[config.mk]
export PLATFORM = sky130hd
export DESIGN_NAME = analog_config_register_slice
export DESIGN_NICKNAME = d
export VERILOG_FILES = /design/src/analog_config_register_slice.v /design/src/dac_level_decode.v
export VERILOG_INCLUDE_DIRS = /design/src
export SDC_FILE = /design/constraint.sdc
export NUM_CORES = 1
export LEC_CHECK = 0
export ABC_CLOCK_PERIOD_IN_PS = 4750
export BUFFER_PORTS_ARGS = -buffer_cell sky130_fd_sc_hd__buf_4
export CAP_MARGIN = 20
export CORE_ASPECT_RATIO = 1.5
export CORE_MARGIN = 10
export CORE_UTILIZATION = 35
export DETAILED_ROUTE_END_ITERATION = 7
export SKIP_CTS_REPAIR_TIMING = 1
export SYNTH_ARGS = -nofsm -noshare
export SYNTH_HDL_FRONTEND = slang
export SYNTH_SLANG_ARGS = --single-unit
[constraint.sdc]
create_clock -name ref_clk -period 4.75 [get_ports ref_clk]
set_input_delay 0.95 -clock ref_clk [delete_from_list [all_inputs] [get_ports ref_clk]]
set_output_delay 0.95 -clock ref_clk [all_outputs]
set_load 0.005 [all_outputs]
[src/analog_config_map.vh]
// Register indexes, field positions, reset values and codes for the slice.
`ifndef ANALOG_CONFIG_MAP_VH
`define ANALOG_CONFIG_MAP_VH

// Register indexes; the byte address is four times the index.
`define IDX_EXCITATION     6'h0E
`define IDX_REFERENCE      6'h0F
`define IDX_DAC_POSITIVE   6'h10
`define IDX_DAC_NEGATIVE   6'h11
`define IDX_ANALOG_STATUS  6'h20

// Reset values.
`define RESET_BYTE         8'h00
`define RESET_WORD         32'h00000000
`define RESET_CURRENT      12'h000
`define RESET_SELECT       5'h00

// Writable bit masks; cleared bits are reserved and read as zero.
`define MASK_EXCITATION    8'h0F
`define MASK_REFERENCE     8'h3F
`define MASK_DAC           8'h9F

// Field positions.
`define LEVEL_MSB          3
`define LEVEL_LSB          0
`define REFP_MSB           5
`define REFP_LSB           3
`define REFN_MSB           2
`define REFN_LSB           0
`define CONNECT_BIT        7
`define DAC_LEVEL_MSB      4
`define DAC_LEVEL_LSB      0
`define DAC_DOWN_BIT       4

// First-source level codes and currents in microamps.
`define LEVEL_OFF          4'h0
`define LEVEL_MAX          4'hA
`define CURRENT_UA_1       12'h032
`define CURRENT_UA_2       12'h064
`define CURRENT_UA_3       12'h0FA
`define CURRENT_UA_4       12'h1F4
`define CURRENT_UA_5       12'h2EE
`define CURRENT_UA_6       12'h3E8
`define CURRENT_UA_7       12'h5DC
`define CURRENT_UA_8       12'h7D0
`define CURRENT_UA_9       12'h9C4
`define CURRENT_UA_10      12'hBB8

// Reference selector codes and one-hot positions.
`define REFSEL_INTERNAL    3'h0
`define REFSEL_INPUT_A     3'h1
`define REFSEL_INPUT_B     3'h2
`define REFSEL_INPUT_C     3'h3
`define REFSEL_SUPPLY      3'h4
`define ONEHOT_INTERNAL    5'h01
`define ONEHOT_INPUT_A     5'h02
`define ONEHOT_INPUT_B     5'h04
`define ONEHOT_INPUT_C     5'h08
`define ONEHOT_SUPPLY      5'h10

// Test DAC level code limits.
`define DAC_MIDSCALE       5'h00
`define DAC_UP_MAX         4'h9
`define DAC_DOWN_MIN       4'h1
`define DAC_DOWN_MAX       4'h8

// Avalon-MM response codes.
`define RESP_OKAY          2'h0
`define RESP_DECODE_ERROR  2'h3

`endif

[src/analog_config_register_slice.v]
// Analog configuration registers behind an Avalon-MM slave port.
// Notes on behaviour
// First-source level in 3:0, zero is off.
// Codes one to ten select fixed currents.
// Positive reference select in 5:3, five sources.
// Negative reference select in 2:0, five sources.
// Reference register at index 0Fh, resets zero.
// Positive DAC connect bit routes to input six.
// Positive DAC level: midscale, above, below codes.
// Positive DAC register at index 10h, resets zero.
// Negative DAC register mirrors positive layout.
// Negative DAC connect bit routes to input seven.
// Reserved bits read zero, writes ignored.
//
// Chosen here: register access over Avalon-MM.
`timescale 1ns/100ps
`default_nettype none
`include "analog_config_map.vh"

module analog_config_register_slice (
	input  wire        ref_clk,
	input  wire        rst_b,
	input  wire [7:0]  address,
	input  wire        read,
	input  wire        write,
	input  wire [31:0] writedata,
	input  wire [3:0]  byteenable,
	output reg  [31:0] readdata,
	output wire        waitrequest,
	output reg  [1:0]  response,
	output reg  [3:0]  firstSourceLevel,
	output reg  [11:0] firstSourceMicroamps,
	output reg         firstSourceOn,
	output reg         firstSourceReservedCode,
	output reg  [4:0]  refPositiveSelect,
	output reg  [4:0]  refNegativeSelect,
	output reg         refPositiveReservedCode,
	output reg         refNegativeReservedCode,
	output reg         positiveDacConnect,
	output reg         negativeDacConnect,
	output reg  [4:0]  positiveDacLevel,
	output reg  [4:0]  negativeDacLevel,
	output wire        positiveDacAboveMid,
	output wire        positiveDacBelowMid,
	output wire        positiveDacReservedCode,
	output wire        negativeDacAboveMid,
	output wire        negativeDacBelowMid,
	output wire        negativeDacReservedCode
);

	// Software-visible registers.
	reg  [7:0]  excitationLevelReg;
	reg  [7:0]  referenceSelectReg;
	reg  [7:0]  testDacPositive;
	reg  [7:0]  testDacNegative;

	// Bus handshake state and decode.
	localparam  BUS_IDLE   = 1'b0;
	localparam  BUS_ANSWER = 1'b1;
	reg         busState;
	reg         next_busState;
	wire        ack;
	wire        request;
	wire [5:0]  regIndex;
	wire        hitExcitation;
	wire        hitReference;
	wire        hitDacPositive;
	wire        hitDacNegative;
	wire        hitStatus;
	wire        mapped;
	wire        writeCommit;
	reg  [7:0]  next_readByte;
	wire [7:0]  analogStatus;

	// Next values for the analog-facing outputs.
	reg  [11:0] next_microamps;
	reg         next_levelReserved;
	reg  [4:0]  next_refPositive;
	reg  [4:0]  next_refNegative;
	reg         next_refPosReserved;
	reg         next_refNegReserved;

	// Per-DAC decode results, channel 0 positive and channel 1 negative.
	wire [9:0]  dacCodes;
	wire [1:0]  decValid;
	wire [1:0]  decAbove;
	wire [1:0]  decBelow;
	reg  [1:0]  dacAbove;
	reg  [1:0]  dacBelow;
	reg  [1:0]  dacReserved;

	// A request is held until the slave drops waitrequest for one cycle.
	assign request     = read | write;
	assign waitrequest = request & ~ack;

	// Word index from the byte address; the two low bits are ignored.
	assign regIndex       = address[7:2];
	assign hitExcitation  = (regIndex == `IDX_EXCITATION);
	assign hitReference   = (regIndex == `IDX_REFERENCE);
	assign hitDacPositive = (regIndex == `IDX_DAC_POSITIVE);
	assign hitDacNegative = (regIndex == `IDX_DAC_NEGATIVE);
	assign hitStatus      = (regIndex == `IDX_ANALOG_STATUS);
	assign mapped         = hitExcitation | hitReference | hitDacPositive |
		hitDacNegative | hitStatus;

	// A write with byteenable[0] set lands on the edge where waitrequest is sampled low.
	assign writeCommit = write & ack & byteenable[0];

	// Live state of the analog side, read only.
	assign analogStatus = {2'h0, dacReserved, refNegativeReservedCode,
		refPositiveReservedCode, firstSourceReservedCode, firstSourceOn};

	// The answer state follows every first request cycle and lasts one cycle.
	always @* begin
		case (busState)
			BUS_IDLE: begin
				if (request) begin
					next_busState = BUS_ANSWER;
				end else begin
					next_busState = BUS_IDLE;
				end
			end
			BUS_ANSWER: next_busState = BUS_IDLE;
			default:    next_busState = BUS_IDLE;
		endcase
	end

	// Handshake state register; reset leaves the slave idle.
	always @(posedge ref_clk) begin
		if (!rst_b) begin
			busState <= BUS_IDLE;
		end else begin
			busState <= next_busState;
		end
	end

	// Waitrequest drops while the slave is in the answer state.
	assign ack = (busState == BUS_ANSWER);

	// Read data selection; unmapped words and reserved bits give zero.
	always @* begin
		case (1'b1)
			hitExcitation:  next_readByte = excitationLevelReg;
			hitReference:   next_readByte = referenceSelectReg;
			hitDacPositive: next_readByte = testDacPositive;
			hitDacNegative: next_readByte = testDacNegative;
			hitStatus:      next_readByte = analogStatus;
			default:        next_readByte = `RESET_BYTE;
		endcase
	end

	// Read data are loaded one edge before the answer and stand through it.
	always @(posedge ref_clk) begin
		if (!rst_b) begin
			readdata <= `RESET_WORD;
		end else if (request & ~ack) begin
			readdata <= {24'h000000, next_readByte & {8{read}}};
		end
	end

	// The response code is loaded with the read data; unmapped words fail.
	always @(posedge ref_clk) begin
		if (!rst_b) begin
			response <= `RESP_OKAY;
		end else if (request & ~ack) begin
			response <= mapped ? `RESP_OKAY : `RESP_DECODE_ERROR;
		end
	end

	// Excitation level register keeps only its level field.
	always @(posedge ref_clk) begin
		if (!rst_b) begin
			excitationLevelReg <= `RESET_BYTE;
		end else if (writeCommit & hitExcitation) begin
			excitationLevelReg <= writedata[7:0] & `MASK_EXCITATION;
		end
	end

	// Reference register drops writes to its two top bits.
	always @(posedge ref_clk) begin
		if (!rst_b) begin
			referenceSelectReg <= `RESET_BYTE;
		end else if (writeCommit & hitReference) begin
			referenceSelectReg <= writedata[7:0] & `MASK_REFERENCE;
		end
	end

	// Positive test DAC register drops writes to its reserved bits.
	always @(posedge ref_clk) begin
		if (!rst_b) begin
			testDacPositive <= `RESET_BYTE;
		end else if (writeCommit & hitDacPositive) begin
			testDacPositive <= writedata[7:0] & `MASK_DAC;
		end
	end

	// Negative test DAC register uses the same layout and mask.
	always @(posedge ref_clk) begin
		if (!rst_b) begin
			testDacNegative <= `RESET_BYTE;
		end else if (writeCommit & hitDacNegative) begin
			testDacNegative <= writedata[7:0] & `MASK_DAC;
		end
	end

	// Level code to source current; reserved codes leave the source off.
	always @* begin
		next_levelReserved = 1'b0;
		case (excitationLevelReg[`LEVEL_MSB:`LEVEL_LSB])
			4'h0:    next_microamps = `RESET_CURRENT;
			4'h1:    next_microamps = `CURRENT_UA_1;
			4'h2:    next_microamps = `CURRENT_UA_2;
			4'h3:    next_microamps = `CURRENT_UA_3;
			4'h4:    next_microamps = `CURRENT_UA_4;
			4'h5:    next_microamps = `CURRENT_UA_5;
			4'h6:    next_microamps = `CURRENT_UA_6;
			4'h7:    next_microamps = `CURRENT_UA_7;
			4'h8:    next_microamps = `CURRENT_UA_8;
			4'h9:    next_microamps = `CURRENT_UA_9;
			4'hA:    next_microamps = `CURRENT_UA_10;
			default: begin
				next_microamps     = `RESET_CURRENT;
				next_levelReserved = 1'b1;
			end
		endcase
	end

	// Positive reference code to a one-hot switch set.
	always @* begin
		next_refPosReserved = 1'b0;
		case (referenceSelectReg[`REFP_MSB:`REFP_LSB])
			`REFSEL_INTERNAL: next_refPositive = `ONEHOT_INTERNAL;
			`REFSEL_INPUT_A:  next_refPositive = `ONEHOT_INPUT_A;
			`REFSEL_INPUT_B:  next_refPositive = `ONEHOT_INPUT_B;
			`REFSEL_INPUT_C:  next_refPositive = `ONEHOT_INPUT_C;
			`REFSEL_SUPPLY:   next_refPositive = `ONEHOT_SUPPLY;
			default: begin
				next_refPositive    = `RESET_SELECT;
				next_refPosReserved = 1'b1;
			end
		endcase
	end

	// Negative reference code to a one-hot switch set.
	always @* begin
		next_refNegReserved = 1'b0;
		case (referenceSelectReg[`REFN_MSB:`REFN_LSB])
			`REFSEL_INTERNAL: next_refNegative = `ONEHOT_INTERNAL;
			`REFSEL_INPUT_A:  next_refNegative = `ONEHOT_INPUT_A;
			`REFSEL_INPUT_B:  next_refNegative = `ONEHOT_INPUT_B;
			`REFSEL_INPUT_C:  next_refNegative = `ONEHOT_INPUT_C;
			`REFSEL_SUPPLY:   next_refNegative = `ONEHOT_SUPPLY;
			default: begin
				next_refNegative    = `RESET_SELECT;
				next_refNegReserved = 1'b1;
			end
		endcase
	end

	// First-source outputs follow the level register one cycle later.
	always @(posedge ref_clk) begin
		if (!rst_b) begin
			firstSourceLevel        <= `LEVEL_OFF;
			firstSourceMicroamps    <= `RESET_CURRENT;
			firstSourceOn           <= 1'b0;
			firstSourceReservedCode <= 1'b0;
		end else begin
			firstSourceLevel <=
				excitationLevelReg[`LEVEL_MSB:`LEVEL_LSB];
			firstSourceMicroamps    <= next_microamps;
			firstSourceOn           <= (next_microamps != `RESET_CURRENT);
			firstSourceReservedCode <= next_levelReserved;
		end
	end

	// Reference switch sets follow the reference register one cycle later.
	always @(posedge ref_clk) begin
		if (!rst_b) begin
			refPositiveSelect       <= `ONEHOT_INTERNAL;
			refNegativeSelect       <= `ONEHOT_INTERNAL;
			refPositiveReservedCode <= 1'b0;
			refNegativeReservedCode <= 1'b0;
		end else begin
			refPositiveSelect       <= next_refPositive;
			refNegativeSelect       <= next_refNegative;
			refPositiveReservedCode <= next_refPosReserved;
			refNegativeReservedCode <= next_refNegReserved;
		end
	end

	// Test DAC connect and level outputs follow their registers.
	always @(posedge ref_clk) begin
		if (!rst_b) begin
			positiveDacConnect      <= 1'b0;
			negativeDacConnect      <= 1'b0;
			positiveDacLevel        <= `DAC_MIDSCALE;
			negativeDacLevel        <= `DAC_MIDSCALE;
		end else begin
			positiveDacConnect <= testDacPositive[`CONNECT_BIT];
			negativeDacConnect <= testDacNegative[`CONNECT_BIT];
			positiveDacLevel <=
				testDacPositive[`DAC_LEVEL_MSB:`DAC_LEVEL_LSB];
			negativeDacLevel <=
				testDacNegative[`DAC_LEVEL_MSB:`DAC_LEVEL_LSB];
		end
	end

	// Both DAC level fields are packed so one loop decodes them.
	assign dacCodes = {testDacNegative[`DAC_LEVEL_MSB:`DAC_LEVEL_LSB],
		testDacPositive[`DAC_LEVEL_MSB:`DAC_LEVEL_LSB]};

	// One decoder and one flag register per test DAC.
	genvar ch;
	generate
		for (ch = 0; ch < 2; ch = ch + 1) begin : dacChannel
			dac_level_decode levelDecode (
				.code     (dacCodes[5*ch+4:5*ch]),
				.valid    (decValid[ch]),
				.aboveMid (decAbove[ch]),
				.belowMid (decBelow[ch]),
				.steps    ()
			);

			// Flags register alongside the level output.
			always @(posedge ref_clk) begin
				if (!rst_b) begin
					dacAbove[ch]    <= 1'b0;
					dacBelow[ch]    <= 1'b0;
					dacReserved[ch] <= 1'b0;
				end else begin
					dacAbove[ch]    <= decAbove[ch];
					dacBelow[ch]    <= decBelow[ch];
					dacReserved[ch] <= ~decValid[ch];
				end
			end
		end
	endgenerate

	// Flag outputs of the positive test DAC.
	assign positiveDacAboveMid     = dacAbove[0];
	assign positiveDacBelowMid     = dacBelow[0];
	assign positiveDacReservedCode = dacReserved[0];

	// Flag outputs of the negative test DAC.
	assign negativeDacAboveMid     = dacAbove[1];
	assign negativeDacBelowMid     = dacBelow[1];
	assign negativeDacReservedCode = dacReserved[1];

endmodule
`default_nettype wire

[src/dac_level_decode.v]
// Decoder that classifies one test DAC level code.
`timescale 1ns/100ps
`default_nettype none
`include "analog_config_map.vh"

module dac_level_decode (
	input  wire [4:0] code,
	output reg        valid,
	output reg        aboveMid,
	output reg        belowMid,
	output reg  [3:0] steps
);

	// Midscale, steps above with the top bit clear, steps below with it set.
	always @* begin
		steps    = code[3:0];
		valid    = 1'b0;
		aboveMid = 1'b0;
		belowMid = 1'b0;
		if (code == `DAC_MIDSCALE) begin
			valid = 1'b1;
		end else if (!code[`DAC_DOWN_BIT]) begin
			valid    = (code[3:0] <= `DAC_UP_MAX);
			aboveMid = valid;
		end else begin
			valid    = (code[3:0] >= `DAC_DOWN_MIN) &&
				(code[3:0] <= `DAC_DOWN_MAX);
			belowMid = valid;
		end
	end

endmodule
`default_nettype wire

==> impl_results.md <==
- Status: finished clean
- RSZ-0062 raised after global routing: no
- Layout Skew: 0.00582 ns
- Sequential element share of the synthesized area: 0.493
- Synth Area per Inst: 9.51 sq um
- Final period utilization: 0.532
- Number of synthesized register bits: 78
- GRT overflow: 0
- Routed via count: 2486
- Top cell type's share of synthesized area: 0.493
- CP required: 3.80 ns
- Inserted Diodes: 0
- Core ar.: 8830 sq um
- Cell variety after synth: 46
- Post-DP HPWL: 6120 microns
- EDFF count, synth: 0
- Commonest non-fill, non-tap cell in the layout: dfxtp_1
- Layout cell share with drive strength beyond 1: 0.254
- Drt first pass iters: 4
- Mapped Area: 3170 sq um
- Port-buffer cells: 74
- Fin crit period: 2.53 ns
- Fillers: 891
- First-pass GRT wire length: 12600 microns
- Initial antenna violation count: 0
- Root Buffer: clkbuf_16
- Setup CP Type: in -> out
- Rows: 42
- DR vias/cell: 4.83
- Placed insts: 499
- # setup viols final: 0
- Synth-to-layout area growth: 25.2%
- DR DRC count: 0
- Yosys top cell by area: dfxtp_1
- Worst setup margin: 2.22 ns
- Synth Instances: 333
- Area occupied by multi-input gates: 1390 sq um
- Fin Setup TNS: 0 ns
- Max Cap Violations: 0
- Htree depth: 3
- Wire per inst: 15.6 microns
- Nets: 448
- Clk slew on worst S/H paths: 0.05 ns
- Prevailing post-synth register cell: dfxtp_1
- Leakage power total: 1.69 nW
- Synth top area cells: dfxtp_1, mux2i_1, buf_4, nor2_1, and2_1
- Final estimated routing congestion in global placement: 0.822
- Hold Vio Cnt, Final: 0
- Vias in the first global route: 2516
- Die height: 137 microns
- Clock Sinks: 78
- Slew HR: 0.589
- Slew Limit Fails: 0
- Most frequent cells in the layout: dfxtp_1, buf_4, nor2_1
- TritonCTS Buffers: 9
- Worst setup SP type: input pin
- Initial drt markers: 101
- Die Width: 97.7 microns
- Final hold slack: 0.482 ns
- Worst Path Arrival: 1.58 ns
- Pin count of the biggest net entering global routing: 37
- Starting density of the core: 0.359
- Power Density: 339 nW/um^2
- Fmax: 0.396 GHz
- Die Area: 13300 sq um
- TritonCTS clock tree: yes
- WL final: 8040 microns
- Final core occ: 0.449
- FFs w/ async S/R, synth: 0
- Clock Path Buffers: 2
- Ys Warns: 0
- Hold WC Path Type: reg -> reg
- IO Pins: 131
- Worst Tran Pin Value: 0.615 ns
- Final Non-Filler Cells: 515
- CP max FO: 12
- Max VDD drop: 0.191 mV
- FF+latch area: 1560 sq um
- Final antenna-violating net count: 0
- Clk Latency, worst-skew pair: 0.34 ns
- Dpl ws: 2.18 ns
- Worst setup EP type: output pin
- GR Util All Layers: 0.119
[logic make-up (layout without fill, tap and decap cells)]
logic type	after synthesis	after routing	synth area share
mux	29	29	0.0936
buf+inv	52	99	0.0968
other cells	1	26	0.00118
flops	78	78	0.493
compound gates	51	51	0.106
xor+xnor	4	4	0.0111
simple gates	118	118	0.198
[registers in the layout, indices dropped and copies added (netlist names), 4 cells and up]
signal and flops:
firstSourceMicroamps 11, testDacNegative 6, referenceSelectReg 6, testDacPositive 6, positiveDacLevel 5, negativeDacLevel 5, firstSourceLevel 4, refNegativeSelect 5
readdata 7, refPositiveSelect 5, excitationLevelReg 4
[final cells by class]
type	count	share of cell area
flip-flops and latches	78	0.394
multi-input cells	228	0.351
repair buffers	76	0.144
clock buffers	11	0.0612
well taps	110	0.0347
clock inverters	5	0.00852
inverters	7	0.00663
[path summary, 6_finish.rpt]
check                            from                         endpoint  slack (ns)  depth (start not counted)
max reg2reg            ack$_SDFF_PP0_  testDacPositive[7]$_SDFFE_PN0P_        3.28                          4
max                             write                      waitrequest        2.22                          5
min reg2reg  readdata[1]$_SDFFE_PN0P_         readdata[1]$_SDFFE_PN0P_        0.48                          2
min          readdata[1]$_SDFFE_PN0P_         readdata[1]$_SDFFE_PN0P_        0.48                          2
[through the flow]
stage	power (W)	instance area, sq um
2_1_floorplan	0.000719	3260
3_3_place_gp	0.000728	3690
6_report	0.00134	3970
5_1_grt	0.00139	3970
4_1_cts	0.00136	3970
3_5_place_dp	0.000728	3690
[power by group]
part	switching (W)	total, W	internal [W]	leakage [nW]
logic	0.0000369	0.0000571	0.0000202	0.928
registers	0.00000189	0.000658	0.000656	0.629
clock network	0.000261	0.000628	0.000367	0.132
[layer usage]
| metal | vias up | track usage | part of all wire |
|---|---|---|---|
| li1 | 1225 | - | - |
| met5 | - | 0 | 0 |
| met4 | 0 | 0.0511 | 0.020 |
| met3 | 9 | 0.0540 | 0.063 |
| met2 | 73 | 0.206 | 0.52 |
| met1 | 1179 | 0.121 | 0.40 |
[synthesized netlist by cell type (all sizes together) (3+ instances only)]
| library cell | n |
|---|---|
| dfxtp | 78 |
| nor2 | 46 |
| buf | 32 |
| mux2i | 24 |
| and2 | 15 |
| a21oi | 14 |
| o21ai | 14 |
| clkbuf | 13 |
| nand2 | 13 |
| nor3 | 12 |
| inv | 7 |
| nand3 | 7 |
| a221oi | 5 |
| mux2 | 5 |
| nor2b | 5 |
| nor4b | 5 |
| nand2b | 4 |
| o31a | 3 |
[critical path: stages]
cell and delay (ns):
buf_4 0.13, o21bai_1 0.11, buf_4 0.20, inv_1 0.05
buf_4 0.13
Power figures use the tool's default switching activity.
